### src/design/ltl_pkg.sv
`default_nettype none
package ltl_pkg;
   // Register offsets
   localparam logic [7:0] LTL_OFS_LOW = 8'h02;
   localparam logic [7:0] LTL_OFS_HIGH = 8'h03;
   localparam logic [7:0] LTL_OFS_MAKER = 8'h7E;
   localparam logic [7:0] LTL_OFS_PART = 8'h7F;
   // Field layout of the limit and result words
   localparam int LTL_EXP_MSB = 15;
   localparam int LTL_EXP_LSB = 12;
   localparam int LTL_MANT_MSB = 11;
   localparam int LTL_MANT_LSB = 0;
   localparam int LTL_EXP_W = 4;
   localparam int LTL_MANT_W = 12;
   localparam int LTL_WORD_W = 16;
   // Common lux scale: mantissa shifted by up to 15 places, one LSB is 0.01 lux
   localparam int LTL_LUX_W = 27;
   // Reset values
   localparam logic [15:0] LTL_LOW_RESET = 16'h0000;
   localparam logic [15:0] LTL_HIGH_RESET = 16'hBFFF;
   localparam logic [15:0] LTL_UNMAPPED_READ = 16'h0000;
   // Range codes at or above this value are automatic; masking needs a lower one
   localparam logic [3:0] LTL_RANGE_AUTO_MIN = 4'hC;
   localparam logic [3:0] LTL_MASKED_EXP = 4'h0;
   // Fault counter: saturates at the largest consecutive count
   localparam int LTL_FAULT_W = 4;
   localparam logic [3:0] LTL_FAULT_MAX = 4'h8;
endpackage
`default_nettype wire

### src/design/ltl_lux_scale.sv
`timescale 1ns/1ps
`default_nettype none
module ltl_lux_scale
   import ltl_pkg::*;
(
   input wire logic [LTL_EXP_W-1:0] exponent_i,
   input wire logic [LTL_MANT_W-1:0] mantissa_i,
   output logic [LTL_LUX_W-1:0] lux_o
);
   // Value in units of 0.01 lux: mantissa times two to the exponent
   always_comb begin
      lux_o = {{(LTL_LUX_W-LTL_MANT_W){1'b0}}, mantissa_i} << exponent_i;
   end
endmodule
`default_nettype wire

### src/design/ltl_threshold_regs.sv
// Overview of operation
// - Low threshold register at offset 02h is the lower comparison limit.
// - Low threshold: exponent bits 15:12, mantissa 11:0, read/write, reset zero.
// - Limit value in lux is 0.01 times two to exponent times mantissa.
// - Exponent zero gives 0.01 lux step; each step doubles, up to 1011b.
// - Result and both limits are compared on one common lux scale.
// - High threshold register at offset 03h is the upper comparison limit.
// - High threshold: exponent resets to Bh, mantissa resets to FFFh.
// - High comparison uses the true exponent, ignoring exponent masking.
// - Read-only maker code word at offset 7Eh, bits 15:0.
// - Read-only part code word at offset 7Fh.
// - Below-low flag sets after the selected count of consecutive low results.
// - With masking and manual range, readback result exponent shows 0000b.
`timescale 1ns/1ps
`default_nettype none
module ltl_threshold_regs
   import ltl_pkg::*;
#(
   parameter logic [15:0] MAKER_CODE = 16'hA5C3, // Arbitrary value
   parameter logic [15:0] PART_CODE = 16'h1D2E // Arbitrary value
) (
   input wire logic clk_i,
   input wire logic reset_i,
   input wire logic [7:0] reg_addr_i,
   input wire logic reg_wr_i,
   input wire logic [15:0] reg_wdata_i,
   input wire logic reg_rd_i,
   output logic [15:0] reg_rdata_o,
   input wire logic result_valid_i,
   input wire logic [15:0] result_word_i,
   input wire logic exponent_mask_enable_i,
   input wire logic [3:0] range_select_i,
   input wire logic [1:0] fault_count_select_i,
   output logic [15:0] result_readback_o,
   output logic above_high_flag_o,
   output logic below_low_flag_o
);
   logic [15:0] low_threshold_reg;
   logic [15:0] low_threshold_next;
   logic [15:0] high_threshold_reg;
   logic [15:0] high_threshold_next;
   logic [15:0] rdata_reg;
   logic [15:0] rdata_next;
   logic [15:0] readback_reg;
   logic [15:0] readback_next;
   logic [LTL_FAULT_W-1:0] low_cnt_reg;
   logic [LTL_FAULT_W-1:0] low_cnt_next;
   logic [LTL_FAULT_W-1:0] high_cnt_reg;
   logic [LTL_FAULT_W-1:0] high_cnt_next;
   logic above_high_flag_reg;
   logic above_high_flag_next;
   logic below_low_flag_reg;
   logic below_low_flag_next;
   logic [LTL_LUX_W-1:0] result_lux;
   logic [LTL_LUX_W-1:0] low_lux;
   logic [LTL_LUX_W-1:0] high_lux;
   logic is_below;
   logic is_above;
   logic mask_active;

   // Consecutive measurements needed: 1, 2, 4 or 8
   function automatic logic [LTL_FAULT_W-1:0] fault_target(input logic [1:0] sel);
      fault_target = LTL_FAULT_W'(1) << sel;
   endfunction

   // Count of consecutive faults including the present one, saturating
   function automatic logic [LTL_FAULT_W-1:0] fault_step(input logic [LTL_FAULT_W-1:0] cnt);
      fault_step = (cnt >= LTL_FAULT_MAX) ? LTL_FAULT_MAX : cnt + LTL_FAULT_W'(1);
   endfunction

   // Result and limits brought to one scale, so differing exponents compare right
   ltl_lux_scale u_result_scale (
      .exponent_i(result_word_i[LTL_EXP_MSB:LTL_EXP_LSB]),
      .mantissa_i(result_word_i[LTL_MANT_MSB:LTL_MANT_LSB]),
      .lux_o(result_lux)
   );

   ltl_lux_scale u_low_scale (
      .exponent_i(low_threshold_reg[LTL_EXP_MSB:LTL_EXP_LSB]),
      .mantissa_i(low_threshold_reg[LTL_MANT_MSB:LTL_MANT_LSB]),
      .lux_o(low_lux)
   );

   ltl_lux_scale u_high_scale (
      .exponent_i(high_threshold_reg[LTL_EXP_MSB:LTL_EXP_LSB]),
      .mantissa_i(high_threshold_reg[LTL_MANT_MSB:LTL_MANT_LSB]),
      .lux_o(high_lux)
   );

   always_comb begin
      is_below = result_lux < low_lux;
      is_above = result_lux > high_lux;
      mask_active = exponent_mask_enable_i && (range_select_i < LTL_RANGE_AUTO_MIN);
   end

   // Register file: limits, read data
   always_comb begin
      low_threshold_next = low_threshold_reg;
      high_threshold_next = high_threshold_reg;
      rdata_next = rdata_reg;
      if (reg_wr_i) begin
         case (reg_addr_i)
            LTL_OFS_LOW: begin
               low_threshold_next = reg_wdata_i;
            end
            LTL_OFS_HIGH: begin
               high_threshold_next = reg_wdata_i;
            end
            default: begin
               // Code words and unmapped offsets take no write
               low_threshold_next = low_threshold_reg;
            end
         endcase
      end
      if (reg_rd_i) begin
         case (reg_addr_i)
            LTL_OFS_LOW: begin
               rdata_next = low_threshold_reg;
            end
            LTL_OFS_HIGH: begin
               rdata_next = high_threshold_reg;
            end
            LTL_OFS_MAKER: begin
               rdata_next = MAKER_CODE;
            end
            LTL_OFS_PART: begin
               rdata_next = PART_CODE;
            end
            default: begin
               rdata_next = LTL_UNMAPPED_READ;
            end
         endcase
      end
   end

   always_ff @(posedge clk_i or posedge reset_i) begin
      if (reset_i) begin
         low_threshold_reg <= LTL_LOW_RESET;
         high_threshold_reg <= LTL_HIGH_RESET;
         rdata_reg <= LTL_UNMAPPED_READ;
      end else begin
         low_threshold_reg <= low_threshold_next;
         high_threshold_reg <= high_threshold_next;
         rdata_reg <= rdata_next;
      end
   end

   // Comparison, fault counting and result readback, once per measurement
   always_comb begin
      low_cnt_next = low_cnt_reg;
      high_cnt_next = high_cnt_reg;
      below_low_flag_next = below_low_flag_reg;
      above_high_flag_next = above_high_flag_reg;
      readback_next = readback_reg;
      if (result_valid_i) begin
         if (is_below) begin
            low_cnt_next = fault_step(low_cnt_reg);
         end else begin
            low_cnt_next = '0;
         end
         if (is_above) begin
            high_cnt_next = fault_step(high_cnt_reg);
         end else begin
            high_cnt_next = '0;
         end
         below_low_flag_next = is_below &&
            (fault_step(low_cnt_reg) >= fault_target(fault_count_select_i));
         above_high_flag_next = is_above &&
            (fault_step(high_cnt_reg) >= fault_target(fault_count_select_i));
         readback_next = result_word_i;
         if (mask_active) begin
            readback_next[LTL_EXP_MSB:LTL_EXP_LSB] = LTL_MASKED_EXP;
         end
      end
   end

   always_ff @(posedge clk_i or posedge reset_i) begin
      if (reset_i) begin
         low_cnt_reg <= '0;
         high_cnt_reg <= '0;
         below_low_flag_reg <= 1'b0;
         above_high_flag_reg <= 1'b0;
         readback_reg <= '0;
      end else begin
         low_cnt_reg <= low_cnt_next;
         high_cnt_reg <= high_cnt_next;
         below_low_flag_reg <= below_low_flag_next;
         above_high_flag_reg <= above_high_flag_next;
         readback_reg <= readback_next;
      end
   end

   assign reg_rdata_o = rdata_reg;
   assign result_readback_o = readback_reg;
   assign above_high_flag_o = above_high_flag_reg;
   assign below_low_flag_o = below_low_flag_reg;

   property p_low_write;
      @(posedge clk_i) disable iff (reset_i)
      (reg_wr_i && reg_addr_i == LTL_OFS_LOW) |=> low_threshold_reg == $past(reg_wdata_i);
   endproperty
   a_low_write: assert property (p_low_write) else $error("Low limit write lost");

   property p_high_write;
      @(posedge clk_i) disable iff (reset_i)
      (reg_wr_i && reg_addr_i == LTL_OFS_HIGH) |=> high_threshold_reg == $past(reg_wdata_i);
   endproperty
   a_high_write: assert property (p_high_write) else $error("High limit write lost");

   property p_limit_readback;
      @(posedge clk_i) disable iff (reset_i)
      (reg_rd_i && !reg_wr_i && reg_addr_i == LTL_OFS_HIGH) |=>
         reg_rdata_o == high_threshold_reg;
   endproperty
   a_limit_readback: assert property (p_limit_readback) else $error("High limit read wrong");

   property p_maker_read;
      @(posedge clk_i) disable iff (reset_i)
      (reg_rd_i && reg_addr_i == LTL_OFS_MAKER) |=> reg_rdata_o == MAKER_CODE;
   endproperty
   a_maker_read: assert property (p_maker_read) else $error("Maker code read wrong");

   property p_part_read;
      @(posedge clk_i) disable iff (reset_i)
      (reg_rd_i && reg_addr_i == LTL_OFS_PART) |=> reg_rdata_o == PART_CODE;
   endproperty
   a_part_read: assert property (p_part_read) else $error("Part code read wrong");

   property p_below_cause;
      @(posedge clk_i) disable iff (reset_i)
      $rose(below_low_flag_o) |-> $past(result_valid_i) && $past(is_below);
   endproperty
   a_below_cause: assert property (p_below_cause) else $error("Below flag without cause");

   property p_below_single;
      @(posedge clk_i) disable iff (reset_i)
      (result_valid_i && is_below && fault_count_select_i == 2'b00) |=> below_low_flag_o;
   endproperty
   a_below_single: assert property (p_below_single) else $error("Below flag not set");

   property p_above_clear;
      @(posedge clk_i) disable iff (reset_i)
      (result_valid_i && !is_above) |=> !above_high_flag_o;
   endproperty
   a_above_clear: assert property (p_above_clear) else $error("Above flag not cleared");

   property p_mask_exp;
      @(posedge clk_i) disable iff (reset_i)
      (result_valid_i && mask_active) |=>
         result_readback_o[LTL_EXP_MSB:LTL_EXP_LSB] == LTL_MASKED_EXP;
   endproperty
   a_mask_exp: assert property (p_mask_exp) else $error("Readback exponent not masked");

   property p_nomask_exp;
      @(posedge clk_i) disable iff (reset_i)
      (result_valid_i && !exponent_mask_enable_i) |=>
         result_readback_o == $past(result_word_i);
   endproperty
   a_nomask_exp: assert property (p_nomask_exp) else $error("Readback altered");

   property p_low_readback;
      @(posedge clk_i) disable iff (reset_i)
      (reg_rd_i && !reg_wr_i && reg_addr_i == LTL_OFS_LOW) |=>
         reg_rdata_o == low_threshold_reg;
   endproperty
   a_low_readback: assert property (p_low_readback) else $error("Low limit read wrong");

   property p_code_write_ignored;
      @(posedge clk_i) disable iff (reset_i)
      (reg_wr_i && reg_addr_i != LTL_OFS_LOW && reg_addr_i != LTL_OFS_HIGH) |=>
         $stable(low_threshold_reg) && $stable(high_threshold_reg);
   endproperty
   a_code_write_ignored: assert property (p_code_write_ignored) else $error("Limit changed");

   property p_above_single;
      @(posedge clk_i) disable iff (reset_i)
      (result_valid_i && is_above && fault_count_select_i == 2'b00) |=> above_high_flag_o;
   endproperty
   a_above_single: assert property (p_above_single) else $error("Above flag not set");

   property p_below_clear;
      @(posedge clk_i) disable iff (reset_i)
      (result_valid_i && !is_below) |=> !below_low_flag_o;
   endproperty
   a_below_clear: assert property (p_below_clear) else $error("Below flag not cleared");

   // Flags and readback stand until the next measurement
   property p_flag_hold;
      @(posedge clk_i) disable iff (reset_i)
      !result_valid_i |=> $stable(below_low_flag_o) && $stable(above_high_flag_o) &&
         $stable(result_readback_o);
   endproperty
   a_flag_hold: assert property (p_flag_hold) else $error("Flags changed without result");

   property p_mask_mant;
      @(posedge clk_i) disable iff (reset_i)
      (result_valid_i && mask_active) |=>
         result_readback_o[LTL_MANT_MSB:LTL_MANT_LSB] ==
         $past(result_word_i[LTL_MANT_MSB:LTL_MANT_LSB]);
   endproperty
   a_mask_mant: assert property (p_mask_mant) else $error("Masked readback mantissa wrong");

   // Eight results needed: a first one below the limit must not set the flag
   property p_below_wait;
      @(posedge clk_i) disable iff (reset_i)
      (result_valid_i && is_below && fault_count_select_i == 2'b11 && low_cnt_reg == '0) |=>
         !below_low_flag_o;
   endproperty
   a_below_wait: assert property (p_below_wait) else $error("Below flag set too early");

   property p_cnt_sat;
      @(posedge clk_i) disable iff (reset_i)
      (low_cnt_reg <= LTL_FAULT_MAX) && (high_cnt_reg <= LTL_FAULT_MAX);
   endproperty
   a_cnt_sat: assert property (p_cnt_sat) else $error("Fault counter past its limit");
endmodule
`default_nettype wire

### config.mk
export PLATFORM = sky130hd
export DESIGN_NAME = ltl_threshold_regs
export DESIGN_NICKNAME = d
export VERILOG_FILES = /design/src/design/ltl_pkg.sv /design/src/design/ltl_lux_scale.sv /design/src/design/ltl_threshold_regs.sv
export SDC_FILE = /design/constraint.sdc
export NUM_CORES = 1
export LEC_CHECK = 0
export BUFFER_PORTS_ARGS = -buffer_cell sky130_fd_sc_hd__clkbuf_2
export CORE_MARGIN = 2
export CORE_UTILIZATION = 35
export DETAILED_ROUTE_END_ITERATION = 10
export GPL_ROUTABILITY_DRIVEN = 0
export PLACE_DENSITY = 0.63
export SYNTH_ARGS = -nofsm -noshare
export SYNTH_HDL_FRONTEND = slang
export SYNTH_SLANG_ARGS = --single-unit
### constraint.sdc
create_clock -name clk_i -period 8.4 [get_ports clk_i]
set_input_delay 0.84 -clock clk_i [delete_from_list [all_inputs] [get_ports clk_i]]
set_output_delay 0.84 -clock clk_i [all_outputs]
set_load 0.02 [all_outputs]
==> results of run 1 <==
[worst max-delay path by stage]
stage | endpoint | cells after the start | start
floorplan | high_cnt_reg[1] | 16 | result_word_i[13]
global placement | high_cnt_reg[1] | 13 | result_word_i[13]
detailed placement | high_cnt_reg[1] | 13 | result_word_i[13]
CTS | high_cnt_reg[1] | 11 | high_threshold_reg[13]
global route | high_cnt_reg[1] | 11 | high_threshold_reg[13]
finish | high_cnt_reg[1] | 11 | high_threshold_reg[13]
[metal layers]
metal / part of all wire / global-route usage / up-vias
li1: - / - / 2776
met1: 0.48 / 0.252 / 2625
met2: 0.44 / 0.266 / 193
met3: 0.072 / 0.0397 / 21
met4: 0.017 / 0.0516 / 0
met5: 0 / 0 / -
[critical path, cell delays in order, from the launching register on]
cell and delay (ns):
dfstp_2 0.82, nand2_1 0.09, o21ai_0 0.64, mux2i_1 0.24, or2_2 0.35, ha_1 0.30, nand2_1 0.06, nor3_1 0.47
nand3_1 0.15, or3b_1 0.54, a41oi_1 0.25, o21ai_1 0.09
[per-stage QoR]
| stage | instances | utilization | area (um2) | worst slack [ns] |
|---|---|---|---|---|
| after detailed placement | 1000 | 0.388 | 7000 | 4.06 |
| after global routing | 1016 | 0.407 | 7340 | 4.02 |
| after CTS | 1016 | 0.407 | 7340 | 4.31 |
| after floorplan | 731 | - | 6470 | 4.63 |
| final | 1016 | 0.407 | 7340 | 4.26 |
| after global placement | 1000 | 0.388 | 7000 | 4.03 |
[power groups by stage]
stage | Sequential [mW] | Combinational (mW) | Clock [mW]
floorplan | 0.437 | 0.237 | 0
global placement | 0.436 | 0.324 | 0
detailed placement | 0.437 | 0.332 | 0
CTS | 0.431 | 0.333 | 0.457
global route | 0.437 | 0.374 | 0.470
finish | 0.431 | 0.333 | 0.446
[Yosys cell counts (all sizes together), types with 7 or more instances]
master,instances
ha,62
dfstp,15
nor2,76
o21ai,37
a21oi,65
inv,15
mux2,63
mux2i,64
a211oi,8
or2,9
dfrtp,59
nor3,13
clkbuf,30
nand3,24
nand2b,7
o2bb2ai,7
nand2,70
buf,14
nor2b,13
[logic make-up after synthesis]
kind of cell    count (synthesis)  synth area share
compound gates                165             0.159
buf+inv                        61            0.0379
mux                           131             0.223
simple gates                  235             0.166
flops                          74             0.289
fa+ha+maj                      63             0.121
xor+xnor                        2           0.00271
[layout make-up]
cell class              count  area share
multi-input cells         596       0.594
flip-flops and latches     74       0.255
well taps                 229      0.0391
repair buffers             84      0.0576
clock inverters             5      0.0116
clock buffers              11      0.0344
inverters                  17     0.00870
==> impl_metrics.ini, run 1 <==
[power_and_ir_drop]
power-per-cell-area_nw_per_um2 = 165
switching_power_mw = 0.398
clock_power_share = 0.369
p_int_mw = 0.812
seqPwrFrac = 0.356
finalPower_mw = 1.21
swShare = 0.329
cellLeakagePower_nw = 3.19
power_frac_comb = 0.275
max-vdd-ir-drop_v = 0.000140

[synthesis]
syn_nets = 845
synth-seq-area-share = 0.289
ys_warn_count = 0
netlist_instances = 731
synthesis.area_um2 = 6470
ys_seq_elements = 74
yosysTopAreaCellShare = 0.228
ys_types = 59
async_flop_share = 1.00
yosys-top-cells-area = dfrtp_1, ha_1, mux2_2
synth_area_leader_cell = dfrtp_1
synth_edf_count = 0
synthFlopType = dfrtp_1
avgSynthCellArea_um2 = 8.85

[timing]
worst_pin_slew_ns = 0.981
hold_viol = 0
fmax_mhz = 241
rsz0062_at_grt = false
skew_ns = 0.00989
tns_ns = 0
fin_crit_ns = 4.14
slew_viol_final = 0
finalSetupViolCount = 0
finalHoldWorstSlack_ns = 0.483
fin_crit_sh = 0.493
slew_headroom = 0.346

[critical_path]
critPathLaunchType = flop
critical_path_class = flop to flop
critical_path.max_fanout = 20
reg2reg_depth = 11
crit_arrival_ns = 4.36
critical_path_required_ns = 8.62
r2r_start = high_threshold_reg[13]
cp-end-kind = flop
r2r_end = high_cnt_reg[1]
r2r_slack_ns = 4.26

[floorplanning]
boundaryPins = 86
num_rows = 49
die_x_um = 140
die_y_um = 140
die_area_um2 = 19600
floorplan.initialDensity = 0.359
core-area_um2 = 18000

[global_route]
grt_pass1_wl_mm = 27.7
antenna_found_initial = 0
track_usage = 0.176
grt_overflow = 0
grt_pass1_vias = 5256
grt_max_degree = 75

[clocking]
cts_num_sinks = 74
cts_hold_buf = 0
numCtsBuffers = 9
clkTransAtPathRegs_ns = 0.06
clockRootBuffer = clkbuf_16
cts_resized = 0
post_cts_buffers = 0
cts_buffer_depth = 2
cts_tree = done
worstSkewPairLatency_ns = 0.35
cts.htree.levels = 3

[hold_path]
whs_path_depth = 1
min_from = below_low_flag_o
min_path_type = flop to flop
hold_end = below_low_flag_o

[route]
drtIter0Drc = 282
post_drt_wl_per_cell_um = 16.8
drc = 0
dr.pass1.iters = 6
via_per_inst = 5.53
vias = 5615
ant_nets = 0
wirelength_mm = 17.1

[placed_design]
dp_hpwl_mm = 13.1
io_buffers = 83

[layout]
mostFrequentLayoutCell = clkbuf_2
area_growth_pct = 13.4
nets = 896
fillers = 1851
layout_common_cells = clkbuf_2, nor2_1, nand2_1, a21oi_1, mux2i_1
layout.area.seq_um2 = 1870
drive_gt1_frac = 0.250
multiInputGateArea_um2 = 4360
n_antenna_cell = 0

[status]
outcome = complete, no violations

[flow_run]
cap_violations = 0
Power figures use the tool's default switching activity.
==> run 2, diff against run 1 <==
Settings changed: PLACE_DENSITY 0.63 to 0.65.
Clock period 8.4 ns to 3.54 ns, I/O delays scaled along.
==> impl_metrics.ini, run 2 (synthesis gave the netlist of run 1 again) <==
[clocking]
clockRootBuffer = clkbuf_16
numCtsBuffers = 9
cts.htree.levels = 3
worstSkewPairLatency_ns = 0.34
cts_tree = done
clkTransAtPathRegs_ns = 0.07
cts_buffer_depth = 2
cts_num_sinks = 74

[layout]
final_core_util = 0.424
layout_common_cells = clkbuf_2, nor2_1, nand2_1, a21oi_1, mux2i_1
n_antenna_cell = 0
drive_gt1_frac = 0.290
nets = 933
area_growth_pct = 18.0
final_cell_area_um2 = 7630
mostFrequentLayoutCell = clkbuf_2
fillers = 1782

[placed_design]
dp_hpwl_mm = 13.4
placed_area_um2 = 7290
io_buffers = 83

[floorplanning]
die_area_um2 = 19600
die_x_um = 140
num_rows = 49
core-area_um2 = 18000
boundaryPins = 86
floorplan.initialDensity = 0.359
die_y_um = 140

[critical_path]
critical_path_class = flop to flop
critPathLaunchType = flop
critical_path_required_ns = 3.72
critical_path.max_fanout = 18
cp-end-kind = flop
crit_arrival_ns = 3.53

[power_and_ir_drop]
power-per-cell-area_nw_per_um2 = 373
finalPower_mw = 2.85
cellLeakagePower_nw = 3.37
max-vdd-ir-drop_v = 0.000265

[timing]
worst_pin_slew_ns = 1.05
fmax_mhz = 299
slew_viol_final = 0
slew_headroom = 0.301
skew_ns = 0.00941
finalSetupViolCount = 0
fin_crit_sh = 0.946
fin_crit_ns = 3.35
rsz0062_at_grt = false
tns_ns = 0
hold_viol = 0

[global_route]
track_usage = 0.174
grt_overflow = 0
grt_pass1_vias = 5385
grt_max_degree = 49
grt_pass1_wl_mm = 27.8
antenna_found_initial = 0

[hold_path]
min_path_type = input pin to async pin

[route]
dr.pass1.iters = 5
ant_nets = 0
wirelength_mm = 17.0
via_per_inst = 5.41
drtIter0Drc = 277
post_drt_wl_per_cell_um = 16.2
vias = 5699
drc = 0

[status]
outcome = complete, no violations

[flow_run]
cap_violations = 0
## run 2: cell types whose count changed in the layout (fill, tap and decap cells not counted), moves of 2 or more
cell / change
buf_12: +2
dfrtp_2: +2
nor3_1: -2
buf_4: +35
dfrtp_1: -2
nor3_2: +2
## run 2: path summary, 6_finish.rpt
check	start	to	slack [ns]	depth (start not counted)
max	low_threshold_reg[13]	low_cnt_reg[3]	0.19	13
min	reset_i	reg_rdata_o[5]	0.22	2
max reg2reg	low_threshold_reg[13]	low_cnt_reg[3]	0.19	13
min reg2reg	result_readback_o[13]	result_readback_o[13]	0.49	1
max in group asynchronous	reset_i	high_threshold_reg[10]	2.46	3
min in group clk_i	reg_wdata_i[10]	low_threshold_reg[10]	0.26	2
## run 2: area by class of cell
class	instances	area [um2]	area share
multi-input combinational	596	4370	0.572
sequential	74	1880	0.246
timing repair buffer	121	726	0.0951
tap	229	287	0.0375
clock buffer	10	239	0.0313
clock inverter	6	72.6	0.00951
inverter	17	63.8	0.00836
## run 2: critical path: stages, from the launching register on
cell and delay (ns):
dfrtp_2 0.45, buf_12 0.17, mux2_2 0.23, nor2_1 0.04, a21oi_1 0.28, nand3_1 0.18, ha_1 0.31, nand4_1 0.13
or4_1 0.59, nor3_2 0.21, o21ai_1 0.10, o2111ai_2 0.24, buf_4 0.19, a21oi_1 0.07
## run 2: power breakdown
group	internal (mW)	switching (mW)	total [mW]
clock network	0.574	0.407	0.981
registers	0.927	0.0807	1.01
logic	0.381	0.477	0.858
total	1.88	0.965	2.85
## run 2: per-layer routing
metal,part of all wire,wire length (um),GRT usage,vias up
met1,0.48,8230,0.250,2662
met2,0.44,7460,0.268,170
met3,0.059,1010,0.0362,27
met4,0.020,336,0.0442,0
li1,-,-,-,2840
met5,0,0,0,-
## run 2: metrics by stage
stage / worst slack (ns) / instances / hold WS, ns
final: 0.192 / 1053 / 0.222
after global routing: 0.00810 / 1053 / 0.254
after CTS: 0.116 / 1052 / 0.256
after detailed placement: 0.0146 / 1036 / 0.474
after global placement: 0.0470 / 1036 / 0.479
after floorplan: 0.130 / 731 / 0.505
## run 2: repair_timing
item                                    4_1_cts  5_1_grt
gates resized for setup                       0        8
endpoints found under the setup margin        0       10
hold buffers                                  0        0
buffers inserted                              0        1
